File: src/rtl/odc_pkg.sv
package odc_pkg;
  // ==========================================================================
  // Clock and timing
  localparam int CLK_HZ                    = 10_000_000;
  localparam int SHUTDOWN_TIME_US          = 2500;
  localparam int MODE_DETECT_DELAY_US      = 100;
  localparam int MODE_DETECT_LOW_TIME_US   = 260;
  localparam int MODE_DETECT_WINDOW_US     = 1000;
  localparam int START_HIGH_TIME_US        = 3;
  localparam int END_OF_STREAM_TIME_US     = 3;
  localparam int BIT_SHORT_US              = 3;
  // Least times round up to whole cycles.
  localparam int SHUTDOWN_CYC     = (SHUTDOWN_TIME_US * (CLK_HZ / 1000) + 999) / 1000;
  localparam int DELAY_CYC        = (MODE_DETECT_DELAY_US * (CLK_HZ / 1000) + 999) / 1000;
  localparam int DETECT_LOW_CYC   = (MODE_DETECT_LOW_TIME_US * (CLK_HZ / 1000) + 999) / 1000;
  localparam int WINDOW_CYC       = (MODE_DETECT_WINDOW_US * (CLK_HZ / 1000) + 999) / 1000;
  localparam int START_CYC        = (START_HIGH_TIME_US * (CLK_HZ / 1000) + 999) / 1000;
  localparam int EOS_CYC          = (END_OF_STREAM_TIME_US * (CLK_HZ / 1000) + 999) / 1000;
  localparam int BIT_SHORT_CYC    = (BIT_SHORT_US * (CLK_HZ / 1000) + 999) / 1000;
  // ==========================================================================
  // Frame layout
  localparam logic [7:0] DEVICE_ADDR    = 8'h72;
  localparam int         ACK_REQ_POS    = 7;
  localparam int         SUB_ADDR_LSB   = 5;
  localparam int         CODE_W         = 5;
  localparam int         BYTE_W         = 8;
  localparam logic [4:0] CODE_FULL      = 5'h1F;
  // ==========================================================================
  // Host sequencer states
  typedef enum logic [3:0] {
    ODC_IDLE, ODC_DISABLE, ODC_WAKE, ODC_DET_DELAY, ODC_DET_LOW, ODC_ARMED,
    ODC_START, ODC_BIT_LOW, ODC_BIT_HIGH, ODC_EOS
  } odc_state_t;
endpackage : odc_pkg

File: src/rtl/odc_host.sv
`timescale 1ns/10ps
// Host end of the single-wire dimming link: drives the enable pin to start the
// driver in either dimming mode, chops enable for duty-cycle dimming, and sends
// address and data frames in digital mode.
module odc_host #(
  parameter int SHUTDOWN_CYCLES = odc_pkg::SHUTDOWN_CYC,
  parameter int PWM_PERIOD      = 1000
) (
  input  wire logic       core_clk,
  input  wire logic       sys_rst,
  input  wire logic       start_pwm,
  input  wire logic       start_digital,
  input  wire logic       shut_down,
  input  wire logic       set_level,
  input  wire logic [4:0] level_code,
  input  wire logic [9:0] pwm_duty,
  output logic            en_pin,
  output logic            busy,
  output logic            digital_mode,
  output logic            pwm_mode,
  output logic            done
);
  // ==========================================================================
  // Parameter checks
  // Duty-cycle period must stay between 20 us and 100 us to keep enable lows
  // short of the mode detection low time.
  if (PWM_PERIOD < 200 || PWM_PERIOD > 1000 ||
      SHUTDOWN_CYCLES < odc_pkg::DETECT_LOW_CYC + 2) begin : g_bad_param
    $error("odc_host: parameter out of range");
  end
  // ==========================================================================
  // Bit slot timing: one slot is three short units, two units for the long part.
  localparam int UNIT  = odc_pkg::BIT_SHORT_CYC;
  localparam int CNT_W = 16;
  localparam logic [CNT_W-1:0] C_ONE = CNT_W'(1);
  function automatic logic [CNT_W-1:0] cyc(input int n);
    cyc = CNT_W'(n - 1);
  endfunction : cyc
  odc_pkg::odc_state_t state_r, state_nxt;
  logic [CNT_W-1:0] cnt_r, cnt_nxt;
  logic [7:0]       shift_r, shift_nxt;
  logic [2:0]       bit_r, bit_nxt;
  logic             second_r, second_nxt;
  logic [7:0]       data_r, data_nxt;
  logic             dig_r, dig_nxt;
  logic             pwm_r, pwm_nxt;
  logic             en_r, en_nxt;
  logic             done_r, done_nxt;
  logic [9:0]       duty_r;
  logic [9:0]       pwm_cnt_r;
  wire              cnt_zero = (cnt_r == '0);
  wire              cur_bit  = shift_r[7];
  // ones are short low then long high, zeros long low then short high.
  wire [CNT_W-1:0]  hi_len   = cur_bit ? cyc(2 * UNIT) : cyc(UNIT);
  wire [CNT_W-1:0]  lo_len   = cur_bit ? cyc(UNIT) : cyc(2 * UNIT);
  // ack bit zero, sub-address zero, code in the low bits.
  wire [7:0]        frame    = {1'b0, 2'b00, level_code};
  // duty-cycle chopping of enable while in duty-cycle mode.
  wire              pwm_high = (pwm_cnt_r < duty_r);
  // ==========================================================================
  // Sequencer
  always_comb begin
    state_nxt  = state_r;
    cnt_nxt    = cnt_r;
    shift_nxt  = shift_r;
    bit_nxt    = bit_r;
    second_nxt = second_r;
    data_nxt   = data_r;
    dig_nxt    = dig_r;
    pwm_nxt    = pwm_r;
    en_nxt     = en_r;
    done_nxt   = 1'b0;
    if (!cnt_zero) begin
      cnt_nxt = cnt_r - C_ONE;
    end
    case (state_r)
      odc_pkg::ODC_IDLE: begin
        if (shut_down && (dig_r || pwm_r)) begin
          state_nxt = odc_pkg::ODC_DISABLE;
          cnt_nxt   = cyc(SHUTDOWN_CYCLES + 1);
          en_nxt    = 1'b0;
        end else if ((start_pwm || start_digital) && !dig_r && !pwm_r) begin
          // rising enable from shutdown, wait out the detect delay.
          state_nxt = start_digital ? odc_pkg::ODC_DET_DELAY : odc_pkg::ODC_WAKE;
          cnt_nxt   = cyc(odc_pkg::DELAY_CYC + UNIT);
          en_nxt    = 1'b1;
        end else if (set_level && dig_r) begin
          state_nxt  = odc_pkg::ODC_START;
          shift_nxt  = odc_pkg::DEVICE_ADDR;
          data_nxt   = frame;
          second_nxt = 1'b0;
          cnt_nxt    = cyc(odc_pkg::START_CYC);
          en_nxt     = 1'b1;
        end else if (pwm_r) begin
          en_nxt = pwm_high;
        end
      end
      odc_pkg::ODC_DISABLE: begin
        // hold low past the shutdown time so the mode can be chosen anew.
        // The mode flags drop only once the driver has really shut down.
        if (cnt_zero) begin
          state_nxt = odc_pkg::ODC_IDLE;
          done_nxt  = 1'b1;
          dig_nxt   = 1'b0;
          pwm_nxt   = 1'b0;
        end
      end
      odc_pkg::ODC_WAKE: begin
        // first chop only after the detect delay; lows stay short after for any nonzero duty.
        if (cnt_zero) begin
          state_nxt = odc_pkg::ODC_IDLE;
          pwm_nxt   = 1'b1;
          done_nxt  = 1'b1;
        end
      end
      odc_pkg::ODC_DET_DELAY: begin
        if (cnt_zero) begin
          state_nxt = odc_pkg::ODC_DET_LOW;
          cnt_nxt   = cyc(odc_pkg::DETECT_LOW_CYC + UNIT);
          en_nxt    = 1'b0;
        end
      end
      odc_pkg::ODC_DET_LOW: begin
        // low longer than the detect time, released well inside the window.
        if (cnt_zero) begin
          state_nxt = odc_pkg::ODC_ARMED;
          cnt_nxt   = cyc(odc_pkg::START_CYC);
          en_nxt    = 1'b1;
        end
      end
      odc_pkg::ODC_ARMED: begin
        // done comes after the start high time so the first frame can follow well inside 2 ms.
        if (cnt_zero) begin
          state_nxt = odc_pkg::ODC_IDLE;
          dig_nxt   = 1'b1;
          done_nxt  = 1'b1;
        end
      end
      odc_pkg::ODC_START: begin
        // start condition high before the first falling edge.
        if (cnt_zero) begin
          state_nxt = odc_pkg::ODC_BIT_LOW;
          bit_nxt   = 3'd0;
          cnt_nxt   = lo_len;
          en_nxt    = 1'b0;
        end
      end
      odc_pkg::ODC_BIT_LOW: begin
        // each bit begins at a falling edge, low part first.
        if (cnt_zero) begin
          state_nxt = odc_pkg::ODC_BIT_HIGH;
          cnt_nxt   = hi_len;
          en_nxt    = 1'b1;
        end
      end
      odc_pkg::ODC_BIT_HIGH: begin
        if (cnt_zero) begin
          shift_nxt = {shift_r[6:0], 1'b0};
          bit_nxt   = bit_r + 3'd1;
          en_nxt    = 1'b0;
          if (bit_r == 3'd7) begin
            state_nxt = odc_pkg::ODC_EOS;
            cnt_nxt   = cyc(odc_pkg::EOS_CYC);
          end else begin
            state_nxt = odc_pkg::ODC_BIT_LOW;
            cnt_nxt   = shift_r[6] ? cyc(UNIT) : cyc(2 * UNIT);
          end
        end
      end
      odc_pkg::ODC_EOS: begin
        // end of stream low closes the byte; then the data byte.
        if (cnt_zero) begin
          en_nxt = 1'b1;
          if (!second_r) begin
            state_nxt  = odc_pkg::ODC_START;
            second_nxt = 1'b1;
            shift_nxt  = data_r;
            cnt_nxt    = cyc(odc_pkg::START_CYC);
          end else begin
            state_nxt = odc_pkg::ODC_IDLE;
            done_nxt  = 1'b1;
          end
        end
      end
      default: begin
        state_nxt = odc_pkg::ODC_IDLE;
        en_nxt    = 1'b0;
      end
    endcase
  end
  // ==========================================================================
  // Registers
  always_ff @(posedge core_clk) begin
    if (sys_rst) begin
      state_r   <= odc_pkg::ODC_IDLE;
      cnt_r     <= '0;
      shift_r   <= 8'h00;
      bit_r     <= 3'h0;
      second_r  <= 1'b0;
      data_r    <= 8'h00;
      dig_r     <= 1'b0;
      pwm_r     <= 1'b0;
      en_r      <= 1'b0;
      done_r    <= 1'b0;
    end else begin
      state_r   <= state_nxt;
      cnt_r     <= cnt_nxt;
      shift_r   <= shift_nxt;
      bit_r     <= bit_nxt;
      second_r  <= second_nxt;
      data_r    <= data_nxt;
      dig_r     <= dig_nxt;
      pwm_r     <= pwm_nxt;
      en_r      <= en_nxt;
      done_r    <= done_nxt;
    end
  end
  // Duty value is taken once per period so a change never makes a runt pulse.
  always_ff @(posedge core_clk) begin
    if (sys_rst) begin
      pwm_cnt_r <= 10'h000;
      duty_r    <= 10'h000;
    end else if (pwm_cnt_r == 10'(PWM_PERIOD - 1)) begin
      pwm_cnt_r <= 10'h000;
      duty_r    <= (pwm_duty > 10'(PWM_PERIOD)) ? 10'(PWM_PERIOD) : pwm_duty;
    end else begin
      pwm_cnt_r <= pwm_cnt_r + 10'h001;
    end
  end
  assign en_pin       = en_r;
  assign busy         = (state_r != odc_pkg::ODC_IDLE);
  assign digital_mode = dig_r;
  assign pwm_mode     = pwm_r;
  assign done         = done_r;
endmodule : odc_host

File: config.mk
export PLATFORM = sky130hd
export DESIGN_NAME = odc_host
export DESIGN_NICKNAME = d
export VERILOG_FILES = /design/src/rtl/odc_pkg.sv /design/src/rtl/odc_host.sv
export SDC_FILE = /design/constraint.sdc
export NUM_CORES = 1
export LEC_CHECK = 0
export BUFFER_PORTS_ARGS = -buffer_cell sky130_fd_sc_hd__buf_2
export CAP_MARGIN = 20
export CORE_MARGIN = 2
export CORE_UTILIZATION = 55
export CTS_CLUSTER_DIAMETER = 150
export DETAILED_ROUTE_END_ITERATION = 7
export PLACE_DENSITY = 0.74
export SKIP_LAST_GASP = 1
export SYNTH_ARGS = -nofsm -noshare
export SYNTH_HDL_FRONTEND = slang
export SYNTH_SLANG_ARGS = --single-unit
File: constraint.sdc
create_clock -name core_clk -period 3.3 [get_ports core_clk]
set_input_delay 0.33 -clock core_clk [delete_from_list [all_inputs] [get_ports core_clk]]
set_output_delay 0.33 -clock core_clk [all_outputs]
set_load 0.05 [all_outputs]
==> impl_metrics.yaml <==
global_route:
  grtUsageTotal_pct: 25.5
  grt_start_max_net_pins: 41
  grt_overflow: 0
  grt_antenna_before_repair: 0
  grt_pass1_vias: 3206
  grt_pass1_wl_um: 14800
logic_synthesis:
  yosysSeqAreaShare_pct: 33.3
  synth_top_area_share_pct: 33.3
  yosysMostFrequentCell: "dfxtp_1"
  synthCells: 468
  synth_top_area_cell: "dfxtp_1"
  synth.area.top_cells: "dfxtp_1 33%, nor2_1 5.7%, a21oi_1 5.6%, nand2_1 5.5%, ha_1 5.1%"
  synthMuxAreaShare_pct: 3.65
  synth_fa_ha_area_share_pct: 5.11
  yosys.area_share.simple_pct: 27.0
  ys_warn_count: 0
  synth_ff_type: "dfxtp_1"
  synthTopCellsByCount: "61 x dfxtp_1, 56 x nor2_1, 54 x nand2_1"
  syn_nets: 504
  synth_edf_count: 0
  syn-cell-area_um2: 3670
  avgSynthCellArea_um2: 7.84
  synth_top_family_by_area: "simple AND/OR/NAND/NOR gates"
  synthArstFlopShare_pct: 0
  synth-xor-area-share_pct: 5.49
  yosys_register_bits: 61
  synth_cell_types: 60
  synth-compound-area-share_pct: 20.1
route:
  ant_nets: 0
  wl_per_cell_um: 15.5
  vias: 3424
  wl_um: 8760
  drt_pass1_iterations: 5
  first_iter_violations: 208
  drc: 0
  avgViaCountPerCell: 6.04
critical_path:
  reg2reg_from: "cnt_r[0]"
  required_ns: 3.56
  crit_arrival_ns: 3.02
  cp-end-kind: "flop"
  cp-start-kind: "flop"
  crit_path_max_fanout: 16
  crit_start: "cnt_r[0]"
  crit_type: "reg -> reg"
clocking:
  postCtsSetupRepairBufs: 0
  cts_buffer_depth: 2
  root_buffer: "clkbuf_8"
  cts_buffers: 9
  cts_resized: 0
  cts_tree: "done"
  clk_latency_ns: 0.35
  cts_hold_buffers: 0
  path_clk_slew_ns: 0.08
  clock_sinks: 61
  cts_max_level: 3
timing:
  period_needed_ns: 2.75
  finalCritPeriodShare_pct: 83.5
  setup_ws_ns: 0.546
  finalSetupTns_ns: 0
  fin_skew_ns: 0.0126
  clock.fmax_mhz: 363
  tightestPinTransition_ns: 0.715
  setup_viol: 0
  drv_slew: 0
  rsz0062_at_grt: "no"
  final_hold_viol_count: 0
  relSlewSlack_pct: 52.1
power:
  power.leakage_nw: 1.52
  worst_ir_drop_vdd_mv: 0.714
  power-per-cell-area_nw_per_um2: 920
place:
  dp_hpwl_um: 6220
  io_buffers: 25
  postPlaceCellArea_um2: 3830
  place_congestion: 0.896
  pre_cts_slack_ns: 0.626
floorplan:
  start_util_pct: 57.5
  die_y_um: 85.7
  coreArea_um2: 6390
  die-area_um2: 7340
  ios: 26
  die_w_um: 85.7
  rows: 29
layout:
  multiInputGateArea_um2: 2250
  ff_latch_area_um2: 1220
  n_antenna_cell: 0
  final_cell_area_um2: 4010
  fillers: 574
  fin_nets: 521
  drive_gt1_share_pct: 13.9
  synthToLayoutAreaGrowth_pct: 9.27
outcome:
  status: "complete, no violations"
worst_hold_path:
  hold_path_class: "in -> reg"
  hold_start: "pwm_duty[2]"
job:
  maxCapViolCount: 0
## state kept, by name, indices dropped and copies added, names as in the netlist
signal and flops:
second_r 1, done 1, state_r 4, en_pin 1
cnt_r 16, digital_mode 1, shift_r 8, duty_r 10
pwm_mode 1, data_r 5, pwm_cnt_r 10, bit_r 3
## report_power, final
group | switching (mW) | total [mW] | internal (mW)
Clock | 0.324 | 0.621 | 0.298
Combinational | 1.30 | 2.09 | 0.796
Sequential | 0.132 | 0.977 | 0.846
Total | 1.75 | 3.69 | 1.94
## final timing paths
path / end / slack [ns] / cells past startpoint
worst max-delay path: cnt_r[0] / 0.55 / 9
worst min-delay path: duty_r[2] / 0.19 / 3
worst max register to register: cnt_r[0] / 0.55 / 9
worst min register to register: duty_r[4] / 0.45 / 2
## per-stage QoR
| step | power (mW) | util, % | cells | hold WS [ns] |
|---|---|---|---|---|
| detailed placement | 3.02 | 59.9 | 551 | 0.444 |
| CTS | 3.66 | 62.8 | 567 | 0.176 |
| finish | 3.69 | 62.8 | 567 | 0.189 |
| floorplan | 2.62 | - | 468 | 0.421 |
| global route | 3.96 | 62.8 | 567 | 0.196 |
| global placement | 2.97 | 59.9 | 551 | 0.437 |
## routing by layer
layer  global-route usage (%)  vias up  share of wire, %
met5                        0        -                 0
met4                     10.7        0               2.6
met3                     7.80       24               6.1
met2                     40.6      126                46
met1                     32.3     1575                45
li1                         -     1699                 -
## placed cells by master, fill, tap and decap left out, types with 6 or more instances in the layout
cell	n
a21oi_1	41
ha_1	15
nor3_1	14
a211oi_1	6
nand3_1	17
or3_1	7
dfxtp_1	61
clkbuf_8	10
mux2i_1	10
nand3b_1	6
nor2_1	56
xnor2_1	10
xor2_1	13
inv_1	15
o21ai_0	18
nand4_1	7
buf_4	10
buf_2	25
nand2b_1	7
nand2_1	54
## kinds of logic (layout without fill, tap and decap cells)
| group | Yosys count | count (layout) |
|---|---|---|
| AOI/OAI and AO/OA | 113 | 113 |
| xor gates and xnor gates | 23 | 23 |
| adders and majority gates | 15 | 15 |
| buffers and inverters | 44 | 66 |
| DFF | 61 | 61 |
| muxes | 13 | 13 |
| and+or+nand+nor | 199 | 199 |
## worst max-delay path: stages (launching register included)
cell      delay (ns)
dfxtp_1         0.33
inv_1           0.12
ha_1            0.18
or4b_1          0.49
or4_4           0.70
ha_1            0.26
nand2_1         0.06
mux2_2          0.16
o32ai_1         0.09
a311oi_1        0.28
## area by class of cell
type / instances / area share, %
clock buffers: 10 / 3.43
clock inverters: 6 / 1.15
inverters: 15 / 1.40
multi-input cells: 363 / 56.2
flip-flops and latches: 61 / 30.4
well taps: 77 / 2.40
repair buffers: 35 / 4.99
No activity file was read; power rests on OpenSTA's default activity.
